[src/rsbw_pkg.sv]
// constants and state type for the remote slow buffered write path
// assumes a single system clock; t-states are derived by an enable divider
package rsbw_pkg;
	// system clock period and t-state length, in ns
	localparam int SYS_PERIOD_NS = 10;
	localparam int TSTATE_NS = 20;
	// sys cycles per t-state, and the divider index of the half point
	localparam int TSTATE_CYC = TSTATE_NS / SYS_PERIOD_NS;
	localparam logic [3:0] DIV_LAST = 4'(TSTATE_CYC - 1);
	localparam logic [3:0] DIV_HALF = 4'((TSTATE_CYC / 2) - 1);
	// memory target select codes
	localparam logic [1:0] MS_DATA_MEMORY = 2'h0;
	localparam logic [1:0] MS_INSTRUCTION_MEMORY = 2'h1;
	localparam logic [1:0] MS_PCL = 2'h2;
	localparam logic [1:0] MS_PCH = 2'h3;
	// memory target select field inside the interface config register
	localparam int MS_LSB = 0;
	// reset values
	localparam logic [7:0] RIC_RESET = 8'h00;
	localparam logic [15:0] PC_RESET = 16'h0000;
	localparam logic [7:0] INSTR_LOW_HOLDING_LATCH_RESET = 8'h00;
	// remote access machine states
	typedef enum logic [3:0] {
		S_IDLE1, S_IDLE2, S_TAKE, S_SETUP, S_ACC_RIC, S_ACC_PCL,
		S_ACC_PCH, S_ACC_DATA_MEMORY, S_ACC_ILO, S_ACC_IHI, S_TERM, S_REL,
		S_IDLE3
	} rsbw_state_e;
endpackage

[src/rsbw_wait_counter.sv]
// programmed wait state down counter for the remote access machine
// assumes load and tick are single-cycle enables on the same clock
`timescale 1ns/1ps
module rsbw_wait_counter (
	input wire logic clk,
	input wire logic rst,
	input wire logic load,
	input wire logic tick,
	input wire logic [2:0] load_val,
	output logic done
);
	// remaining wait states
	logic [2:0] cnt_r;

	// load wins over count so a fresh access never inherits old waits
	always_ff @(posedge clk or posedge rst) begin
		if (rst) begin
			cnt_r <= 3'h0;
		end else if (load) begin
			cnt_r <= load_val;
		end else if (tick && cnt_r != 3'h0) begin
			cnt_r <= cnt_r - 3'h1;
		end
	end

	// all programmed waits inserted
	assign done = (cnt_r == 3'h0);
endmodule // rsbw_wait_counter

[src/rsbw_remote_write.sv]
// remote access arbiter, slow buffered write path
// assumes remote pins are synchronous to CLK_SYS and the local timing
// unit joins through the local bus request and grant pair, LOCK_N and LOCAL_REMOTE_WAIT
`timescale 1ns/1ps
module rsbw_remote_write (
	input wire logic CLK_SYS,
	input wire logic RST,
	input wire logic REMOTE_ACCESS_ENABLE,
	input wire logic REMOTE_WRITE_STROBE_N,
	input wire logic CMD_SEL,
	input wire logic WAIT_N,
	input wire logic LOCK_N,
	input wire logic LOCK_OUT_REMOTE_BIT,
	input wire logic LOCAL_BUS_REQUEST,
	input wire logic [1:0] INSTR_WAIT_CFG,
	input wire logic [2:0] DATA_WAIT_CFG,
	input wire logic [7:0] REMOTE_DATA,
	output logic LOCAL_BUS_GRANT,
	output logic LOCAL_REMOTE_WAIT,
	output logic TRANSFER_ACKNOWLEDGE,
	output logic LOCAL_OWNER_N,
	output logic BUS_OE,
	output logic DATA_MEM_WRITE_N,
	output logic INSTR_MEM_WRITE_N,
	output logic [15:0] INSTR_WORD,
	output logic [15:0] PROGRAM_COUNTER,
	output logic [7:0] REMOTE_IFACE_CONFIG,
	output logic HIGH_BYTE_EXPECTED_FLAG
);
	// machine state
	rsbw_pkg::rsbw_state_e state_r;
	// t-state divider
	logic [3:0] div_r;
	// end of a t-state and end of its first half
	logic tick;
	logic half;
	// remote write request
	logic req;
	// decoded state groups
	logic in_idle;
	logic in_access;
	// selected target and wait counter control
	logic [1:0] mem_target_sel;
	logic [2:0] wait_load_val;
	logic wait_done;
	// access bookkeeping
	logic was_instruction_memory_r;
	logic was_hi_r;
	logic was_data_memory_r;
	logic ric_wr_r;
	logic [7:0] ric_pend_r;
	logic [7:0] instr_low_holding_latch_r;
	logic grant_r;

	// true when the config byte points the target at instruction memory
	function automatic logic sel_is_instruction_memory(input logic cmd,
		input logic [1:0] ms);
		sel_is_instruction_memory = !cmd && (ms == rsbw_pkg::MS_INSTRUCTION_MEMORY);
	endfunction

	assign req = REMOTE_ACCESS_ENABLE && !REMOTE_WRITE_STROBE_N;
	assign tick = (div_r == rsbw_pkg::DIV_LAST);
	assign half = (div_r == rsbw_pkg::DIV_HALF);
	assign mem_target_sel = REMOTE_IFACE_CONFIG[rsbw_pkg::MS_LSB +: 2];
	assign in_idle = (state_r == rsbw_pkg::S_IDLE1) ||
		(state_r == rsbw_pkg::S_IDLE2) || (state_r == rsbw_pkg::S_IDLE3);
	assign in_access = (state_r == rsbw_pkg::S_ACC_RIC) ||
		(state_r == rsbw_pkg::S_ACC_PCL) ||
		(state_r == rsbw_pkg::S_ACC_PCH) ||
		(state_r == rsbw_pkg::S_ACC_DATA_MEMORY) ||
		(state_r == rsbw_pkg::S_ACC_ILO) ||
		(state_r == rsbw_pkg::S_ACC_IHI);
	// instruction waits for instruction memory, data waits otherwise
	assign wait_load_val = sel_is_instruction_memory(CMD_SEL, mem_target_sel) ?
		{1'b0, INSTR_WAIT_CFG} : DATA_WAIT_CFG;

	// t-state divider, the only slower rate in the block
	always_ff @(posedge CLK_SYS or posedge RST) begin
		if (RST) begin
			div_r <= 4'h0;
		end else if (tick) begin
			div_r <= 4'h0;
		end else begin
			div_r <= div_r + 4'h1;
		end
	end

	rsbw_wait_counter u_wait (
		.clk(CLK_SYS),
		.rst(RST),
		.load(tick && state_r == rsbw_pkg::S_TAKE),
		.tick(tick && in_access),
		.load_val(wait_load_val),
		.done(wait_done)
	);

	always_ff @(posedge CLK_SYS or posedge RST) begin
		if (RST) begin
			state_r <= rsbw_pkg::S_IDLE1;
		end else if (tick) begin
			case (state_r)
				rsbw_pkg::S_IDLE1, rsbw_pkg::S_IDLE3: begin
					if (req && (LOCK_OUT_REMOTE_BIT || grant_r)) begin
						state_r <= rsbw_pkg::S_IDLE2;
					end else if (req && !LOCAL_BUS_REQUEST) begin
						state_r <= rsbw_pkg::S_TAKE;
					end else if (!req) begin
						state_r <= rsbw_pkg::S_IDLE1;
					end
				end
				// held off until lockout, local grant and local request all clear
				rsbw_pkg::S_IDLE2: begin
					if (!req) begin
						state_r <= rsbw_pkg::S_IDLE1;
					end else if (!LOCK_OUT_REMOTE_BIT && !grant_r &&
						!LOCAL_BUS_REQUEST) begin
						state_r <= rsbw_pkg::S_TAKE;
					end
				end
				// one t-state before owner swaps data bus
				rsbw_pkg::S_TAKE: begin
					state_r <= rsbw_pkg::S_SETUP;
				end
				rsbw_pkg::S_SETUP: begin
					if (CMD_SEL) begin
						state_r <= rsbw_pkg::S_ACC_RIC;
					end else if (mem_target_sel == rsbw_pkg::MS_PCL) begin
						state_r <= rsbw_pkg::S_ACC_PCL;
					end else if (mem_target_sel == rsbw_pkg::MS_PCH) begin
						state_r <= rsbw_pkg::S_ACC_PCH;
					end else if (mem_target_sel == rsbw_pkg::MS_DATA_MEMORY) begin
						state_r <= rsbw_pkg::S_ACC_DATA_MEMORY;
					end else if (HIGH_BYTE_EXPECTED_FLAG) begin
						state_r <= rsbw_pkg::S_ACC_IHI;
					end else begin
						state_r <= rsbw_pkg::S_ACC_ILO;
					end
				end
				// remote wait low keeps the access going
				rsbw_pkg::S_ACC_RIC, rsbw_pkg::S_ACC_PCL,
				rsbw_pkg::S_ACC_PCH, rsbw_pkg::S_ACC_DATA_MEMORY,
				rsbw_pkg::S_ACC_ILO, rsbw_pkg::S_ACC_IHI: begin
					if (wait_done && WAIT_N) begin
						state_r <= rsbw_pkg::S_TERM;
					end
				end
				// loop until the remote lets go
				rsbw_pkg::S_TERM: begin
					if (!req) begin
						state_r <= rsbw_pkg::S_REL;
					end
				end
				rsbw_pkg::S_REL: begin
					state_r <= rsbw_pkg::S_IDLE3;
				end
				default: begin
					state_r <= rsbw_pkg::S_IDLE1;
				end
			endcase
		end
	end

	// local grant only while the buses are unused
	always_ff @(posedge CLK_SYS or posedge RST) begin
		if (RST) begin
			grant_r <= 1'b0;
		end else if (!LOCAL_BUS_REQUEST || !in_idle) begin
			grant_r <= 1'b0;
		end else if (LOCK_N && (state_r != rsbw_pkg::S_IDLE3 ||
			!BUS_OE == 1'b0)) begin
			grant_r <= 1'b1;
		end
	end
	assign LOCAL_BUS_GRANT = grant_r;

	// local access held in remote wait t-states
	always_ff @(posedge CLK_SYS or posedge RST) begin
		if (RST) begin
			LOCAL_REMOTE_WAIT <= 1'b0;
		end else begin
			LOCAL_REMOTE_WAIT <= LOCAL_BUS_REQUEST && !in_idle;
		end
	end

	// ack low on request, high in termination
	// registered on the fast clock, so it trails the pins by one cycle
	always_ff @(posedge CLK_SYS or posedge RST) begin
		if (RST) begin
			TRANSFER_ACKNOWLEDGE <= 1'b1;
		end else begin
			TRANSFER_ACKNOWLEDGE <= !(req && state_r != rsbw_pkg::S_TERM);
		end
	end

	// remote owns buses from setup through release
	always_ff @(posedge CLK_SYS or posedge RST) begin
		if (RST) begin
			LOCAL_OWNER_N <= 1'b0;
		end else begin
			LOCAL_OWNER_N <= !in_idle && state_r != rsbw_pkg::S_TAKE;
		end
	end

	// float at takeover half, drive again at idle half
	always_ff @(posedge CLK_SYS or posedge RST) begin
		if (RST) begin
			BUS_OE <= 1'b1;
		end else begin
			BUS_OE <= (state_r == rsbw_pkg::S_IDLE1) ||
				(state_r == rsbw_pkg::S_IDLE2) ||
				(state_r == rsbw_pkg::S_TAKE && BUS_OE && !half) ||
				(state_r == rsbw_pkg::S_IDLE3 && (BUS_OE || half));
		end
	end

	// data strobe ends after remote release
	always_ff @(posedge CLK_SYS or posedge RST) begin
		if (RST) begin
			DATA_MEM_WRITE_N <= 1'b1;
		end else begin
			DATA_MEM_WRITE_N <= !(state_r == rsbw_pkg::S_ACC_DATA_MEMORY ||
				(state_r == rsbw_pkg::S_TERM && was_data_memory_r && req));
		end
	end

	// instruction strobe from setup for the high byte
	always_ff @(posedge CLK_SYS or posedge RST) begin
		if (RST) begin
			INSTR_MEM_WRITE_N <= 1'b1;
		end else begin
			INSTR_MEM_WRITE_N <= !((state_r == rsbw_pkg::S_SETUP &&
				sel_is_instruction_memory(CMD_SEL, mem_target_sel) &&
				HIGH_BYTE_EXPECTED_FLAG) ||
				state_r == rsbw_pkg::S_ACC_IHI ||
				(state_r == rsbw_pkg::S_TERM && was_hi_r && req));
		end
	end

	// access kind, captured as setup hands over to the access state
	always_ff @(posedge CLK_SYS or posedge RST) begin
		if (RST) begin
			was_instruction_memory_r <= 1'b0;
			was_hi_r <= 1'b0;
			was_data_memory_r <= 1'b0;
		end else if (tick && state_r == rsbw_pkg::S_SETUP) begin
			was_instruction_memory_r <= sel_is_instruction_memory(CMD_SEL, mem_target_sel);
			was_hi_r <= sel_is_instruction_memory(CMD_SEL, mem_target_sel) &&
				HIGH_BYTE_EXPECTED_FLAG;
			was_data_memory_r <= !CMD_SEL && mem_target_sel == rsbw_pkg::MS_DATA_MEMORY;
		end
	end

	// low byte into holding latch, high byte builds the word
	always_ff @(posedge CLK_SYS or posedge RST) begin
		if (RST) begin
			instr_low_holding_latch_r <= rsbw_pkg::INSTR_LOW_HOLDING_LATCH_RESET;
			INSTR_WORD <= 16'h0000;
		end else if (tick && state_r == rsbw_pkg::S_SETUP &&
			sel_is_instruction_memory(CMD_SEL, mem_target_sel)) begin
			if (HIGH_BYTE_EXPECTED_FLAG) begin
				INSTR_WORD <= {REMOTE_DATA, instr_low_holding_latch_r};
			end else begin
				instr_low_holding_latch_r <= REMOTE_DATA;
			end
		end
	end

	// config write staged, applied one t-state after completion
	// staging keeps the running access on its old mode
	always_ff @(posedge CLK_SYS or posedge RST) begin
		if (RST) begin
			ric_pend_r <= rsbw_pkg::RIC_RESET;
			ric_wr_r <= 1'b0;
			REMOTE_IFACE_CONFIG <= rsbw_pkg::RIC_RESET;
		end else if (tick && state_r == rsbw_pkg::S_SETUP && CMD_SEL) begin
			ric_pend_r <= REMOTE_DATA;
			ric_wr_r <= 1'b1;
		end else if (tick && state_r == rsbw_pkg::S_REL && ric_wr_r) begin
			REMOTE_IFACE_CONFIG <= ric_pend_r;
			ric_wr_r <= 1'b0;
		end
	end

	// program counter byte writes and word increment
	always_ff @(posedge CLK_SYS or posedge RST) begin
		if (RST) begin
			PROGRAM_COUNTER <= rsbw_pkg::PC_RESET;
		end else if (tick && state_r == rsbw_pkg::S_SETUP && !CMD_SEL &&
			mem_target_sel == rsbw_pkg::MS_PCL) begin
			PROGRAM_COUNTER[7:0] <= REMOTE_DATA;
		end else if (tick && state_r == rsbw_pkg::S_SETUP && !CMD_SEL &&
			mem_target_sel == rsbw_pkg::MS_PCH) begin
			PROGRAM_COUNTER[15:8] <= REMOTE_DATA;
		end else if (tick && state_r == rsbw_pkg::S_REL && was_hi_r) begin
			PROGRAM_COUNTER <= PROGRAM_COUNTER + 16'h0001;
		end
	end

	// flag cleared by target 01 write, toggled per instruction memory byte
	always_ff @(posedge CLK_SYS or posedge RST) begin
		if (RST) begin
			HIGH_BYTE_EXPECTED_FLAG <= 1'b0;
		end else if (tick && state_r == rsbw_pkg::S_SETUP && CMD_SEL &&
			REMOTE_DATA[rsbw_pkg::MS_LSB +: 2] == rsbw_pkg::MS_INSTRUCTION_MEMORY) begin
			HIGH_BYTE_EXPECTED_FLAG <= 1'b0;
		end else if (tick && state_r == rsbw_pkg::S_REL && was_instruction_memory_r) begin
			HIGH_BYTE_EXPECTED_FLAG <= !HIGH_BYTE_EXPECTED_FLAG;
		end
	end
endmodule // rsbw_remote_write

[config.mk]
export PLATFORM = sky130hd
export DESIGN_NAME = rsbw_remote_write
export DESIGN_NICKNAME = d
export VERILOG_FILES = /design/src/rsbw_pkg.sv /design/src/rsbw_wait_counter.sv /design/src/rsbw_remote_write.sv
export SDC_FILE = /design/constraint.sdc
export NUM_CORES = 1
export LEC_CHECK = 0
export ABC_CLOCK_PERIOD_IN_PS = 4250
export BUFFER_PORTS_ARGS = -buffer_cell sky130_fd_sc_hd__buf_4
export CORE_ASPECT_RATIO = 0.6
export CORE_MARGIN = 2
export CORE_UTILIZATION = 40
export DETAILED_ROUTE_END_ITERATION = 6
export PLACE_DENSITY = 0.67
export SLEW_MARGIN = 0
export SYNTH_ARGS = -nofsm -noshare
export SYNTH_HDL_FRONTEND = slang
export SYNTH_SLANG_ARGS = --single-unit
[constraint.sdc]
create_clock -name CLK_SYS -period 4.25 [get_ports CLK_SYS]
set_clock_uncertainty 0.05 [all_clocks]
set_input_delay 1.0625 -clock CLK_SYS [delete_from_list [all_inputs] [get_ports CLK_SYS]]
set_output_delay 1.0625 -clock CLK_SYS [all_outputs]
set_load 0.05 [all_outputs]
==> results.md <==
- Pleak: around 2.2 nW
- Multiplexer share of the synthesized area: 13.3%
- Die X: ~130 µm
- CTS buffer count: 9
- Fin Hold WS: ~430 ps
- Setup violations, final: 0
- Crit path to: INSTR_WORD[4]$_DFFE_PP0P_
- Gr usage total: between 20% and 30%
- Slew @ Worst Pin: a little over 800 ps
- Filler cell count: about 840
- Layout cell share with drive strength beyond 1: between 30% and 40%
- # rows: 27
- Cells after Synth: about 370
- Max-slew violation count: 0
- Worst r2r src: state_r[1]$_DFFE_PP0P_
- Pre-antenna DRT Iters: 4
- Initial antenna violation count: 0
- Vias per cell: 5.54
- Post-CTS Setup Bufs: 0
- Status: completed
- Max-cap violations: 0
- Largest net degree at the start of global routing: 40
- Xor/xnor share of the synthesized area: 1.33%
- Total power: slightly above 3 mW
- Antenna viol nets, final: 0
- Yosys warns: 0
- Max_slew headroom: between 40 and 50%
- Count of cell types in the netlist: 55
- CP Launch Point: CMD_SEL
- PD cells: between 600 and 700 mW/mm²
- Fin crit share: 70.0%
- First-iteration detailed-routing DRC count: 256
- Final WS setup: about 1300 ps
- Dpl ws: slightly below 1000 ps
- Fin. Hold Viols: 0
- Simple-gate area share of the yosys netlist: ~16%
- Synth top cells by count: dfrtp_1, mux2_2, a21oi_1
- Worst-path clk slew: approximately 60 ps
- Synth area leaders: dfrtp_1, mux2_2, a21oi_1
- Slowest stage delay, CP: approximately 690 ps
- Max VDD drop: roughly 0.00032 V
- FF+latch count, synth: slightly below 80
- Flop2flop setup slack: about 1300 ps
- Worst Path Required: around 4400 ps
- Count leader, synth: dfrtp_1
- # hold bufs at CTS: 0
- Critical path capture point type: flip-flop
- Area of the multi-input gates: 0.00184 mm²
- Clock Sinks: approximately 80
- WHS Path Cells: 2
- Design Area, Final: approximately 0.0048 mm²
- Worst setup SP type: input port
- Top-area cell type share of the netlist area: ~48%
- # H-tree levels: 3
- Largest family of logic cells by synthesized area: simple AND/OR/NAND/NOR gates
- Nets: approximately 460
- Worst min path class: flip-flop to flip-flop
- Worst-case reg-to-reg path depth: 4
- Die Span Y: a little over 80 µm
- Area Overhead vs Synth: 22.9%
- Crit path arrival time: between 3000 and 4000 ps
- Post-synth EDFFs: 0
- DRT Wirelength: just over 10000 µm
- Antenna cells: 0
- Mean Syn Cell Area: about 11 µm²
- GRT overflow: 0
- Final setup TNS: 0 ps
- Area of the mapped netlist: ~0.0039 mm²
- Share of flip-flops with an asynchronous set or reset: 100%
- CP cell instances: buf_4 -> nor3b_1 -> nor3b_1 -> nand3_1 -> mux2_2
- Post-synth top area cell: dfrtp_1
- Starting Density: 42.1%
- Syn_nets: just under 400
- Root buffer cell: clkbuf_16
- IO Pins: 70
- Critical-path maximum fanout: 18
- Post-DR wirelength/cell: 18.0 µm
- Post-DP HPWL: ~7000 µm
- PostCTS Resize Cnt: 0
- Placed inst area: 0.00457 mm²
- Area share of fa/ha/maj cells after synthesis: under 10%
- Non-Filler Instances: around 570
- Placer Congestion: 0.878
- Post-synth top flop: dfrtp_1
- Remaining DRCs: 0
- Peak Freq: about 340 MHz
- Final min period: ~3000 ps
- Slowest CP cell: nand3_1
- Cell with the most instances on the worst path: nor3b_1
- Crit Path Category: input port to flip-flop
- Die area: 0.0107 mm²
- CTS tree: yes
- Synth Area in Compound Gates: between 10% and 20%
- Vias in the first global route: between 2000 and 3000
- CORE AREA: a little over 0.009 mm²
- Total vias in the final route: 3129
- Placed cells: around 550
- RR Endpoint: INSTR_WORD[4]$_DFFE_PP0P_
- Global-route wire length before repair: around 16000 µm
- Final core occ: about half
- RSZ-0062 raised after global routing: no
- Sequential cell area: ~0.0020 mm²
- Port Buf Inserts: a little under 70
- Clock buffer depth: 2
- Sequential area share after synthesis: roughly 50%
- Worst skew pair latency: approximately 340 ps
==> cell usage in the layout, fill, tap and decap left out, types with 4 or more instances in the layout <==
| master | instances |
|---|---|
| a2bb2oi_1 | 8 |
| o21ai_0 | 20 |
| dfrtp_1 | 75 |
| nor3_1 | 5 |
| clkbuf_16 | 9 |
| nor2_1 | 18 |
| nor2b_1 | 7 |
| mux2_2 | 34 |
| dfstp_2 | 4 |
| ha_1 | 7 |
| nand2_1 | 28 |
| buf_4 | 72 |
| or3_1 | 6 |
| nand2b_1 | 6 |
| nand3_1 | 13 |
| inv_1 | 10 |
| o22ai_1 | 10 |
| a21oi_1 | 31 |
| nand4_1 | 7 |
| mux2_4 | 8 |
==> per-layer routing <==
metal,routed length [µm],vias up,track usage (%)
li1,-,1467,-
met1,5200,1534,29.9
met2,4090,120,28.1
met3,764,8,5.62
met4,108,0,6.20
met5,0,-,0
==> area by class of cell <==
type	instances	area share, %
multi-input cells	257	38.0
inverters	11	0.853
clock inverters	5	0.698
repair buffers	72	11.2
well taps	130	3.36
clock buffers	11	5.01
flip-flops and latches	79	40.9
==> cell families after synthesis <==
| kind of cell | count (synthesis) |
|---|---|
| mux | 44 |
| buf+inv | 29 |
| compound gates | 89 |
| simple gates | 111 |
| fa+ha+maj | 7 |
| xor+xnor | 6 |
| flops | 79 |
==> state kept, by name, indices dropped and copies added, names as in the netlist, 3 cells and up <==
| name | cells |
|---|---|
| div_r | 4 |
| ric_pend_r | 8 |
| REMOTE_IFACE_CONFIG | 8 |
| instr_low_holding_latch_r | 8 |
| INSTR_WORD | 16 |
| PROGRAM_COUNTER | 16 |
| u_wait.cnt_r | 3 |
| state_r | 4 |
==> where the power goes <==
part           internal, mW  switching (mW)
registers             0.945           0.218
clock network         0.411           0.308
logic                 0.451           0.711
==> worst max-delay path: cells and delay by family <==
family        cells  cell delay [ps]
buf+inv           1              150
simple gates      3             1400
mux               1              520
==> worst min path at each step <==
| stage | slack [ps] | start | end |
|---|---|---|---|
| finish | 430 | ric_pend_r[1]$_DFFE_PP0P_ | ric_pend_r[1]$_DFFE_PP0P_ |
| global route | 460 | ric_pend_r[2]$_DFFE_PP0P_ | REMOTE_IFACE_CONFIG[2]$_DFFE_PP0P_ |
| CTS | 440 | ric_pend_r[1]$_DFFE_PP0P_ | ric_pend_r[1]$_DFFE_PP0P_ |
| detailed placement | 430 | ric_pend_r[1]$_DFFE_PP0P_ | ric_pend_r[1]$_DFFE_PP0P_ |
| global placement | 410 | ric_pend_r[1]$_DFFE_PP0P_ | ric_pend_r[1]$_DFFE_PP0P_ |
| floorplan | 400 | was_instruction_memory_r$_DFFE_PP0N_ | was_instruction_memory_r$_DFFE_PP0N_ |
Power figures use the tool's default switching activity.
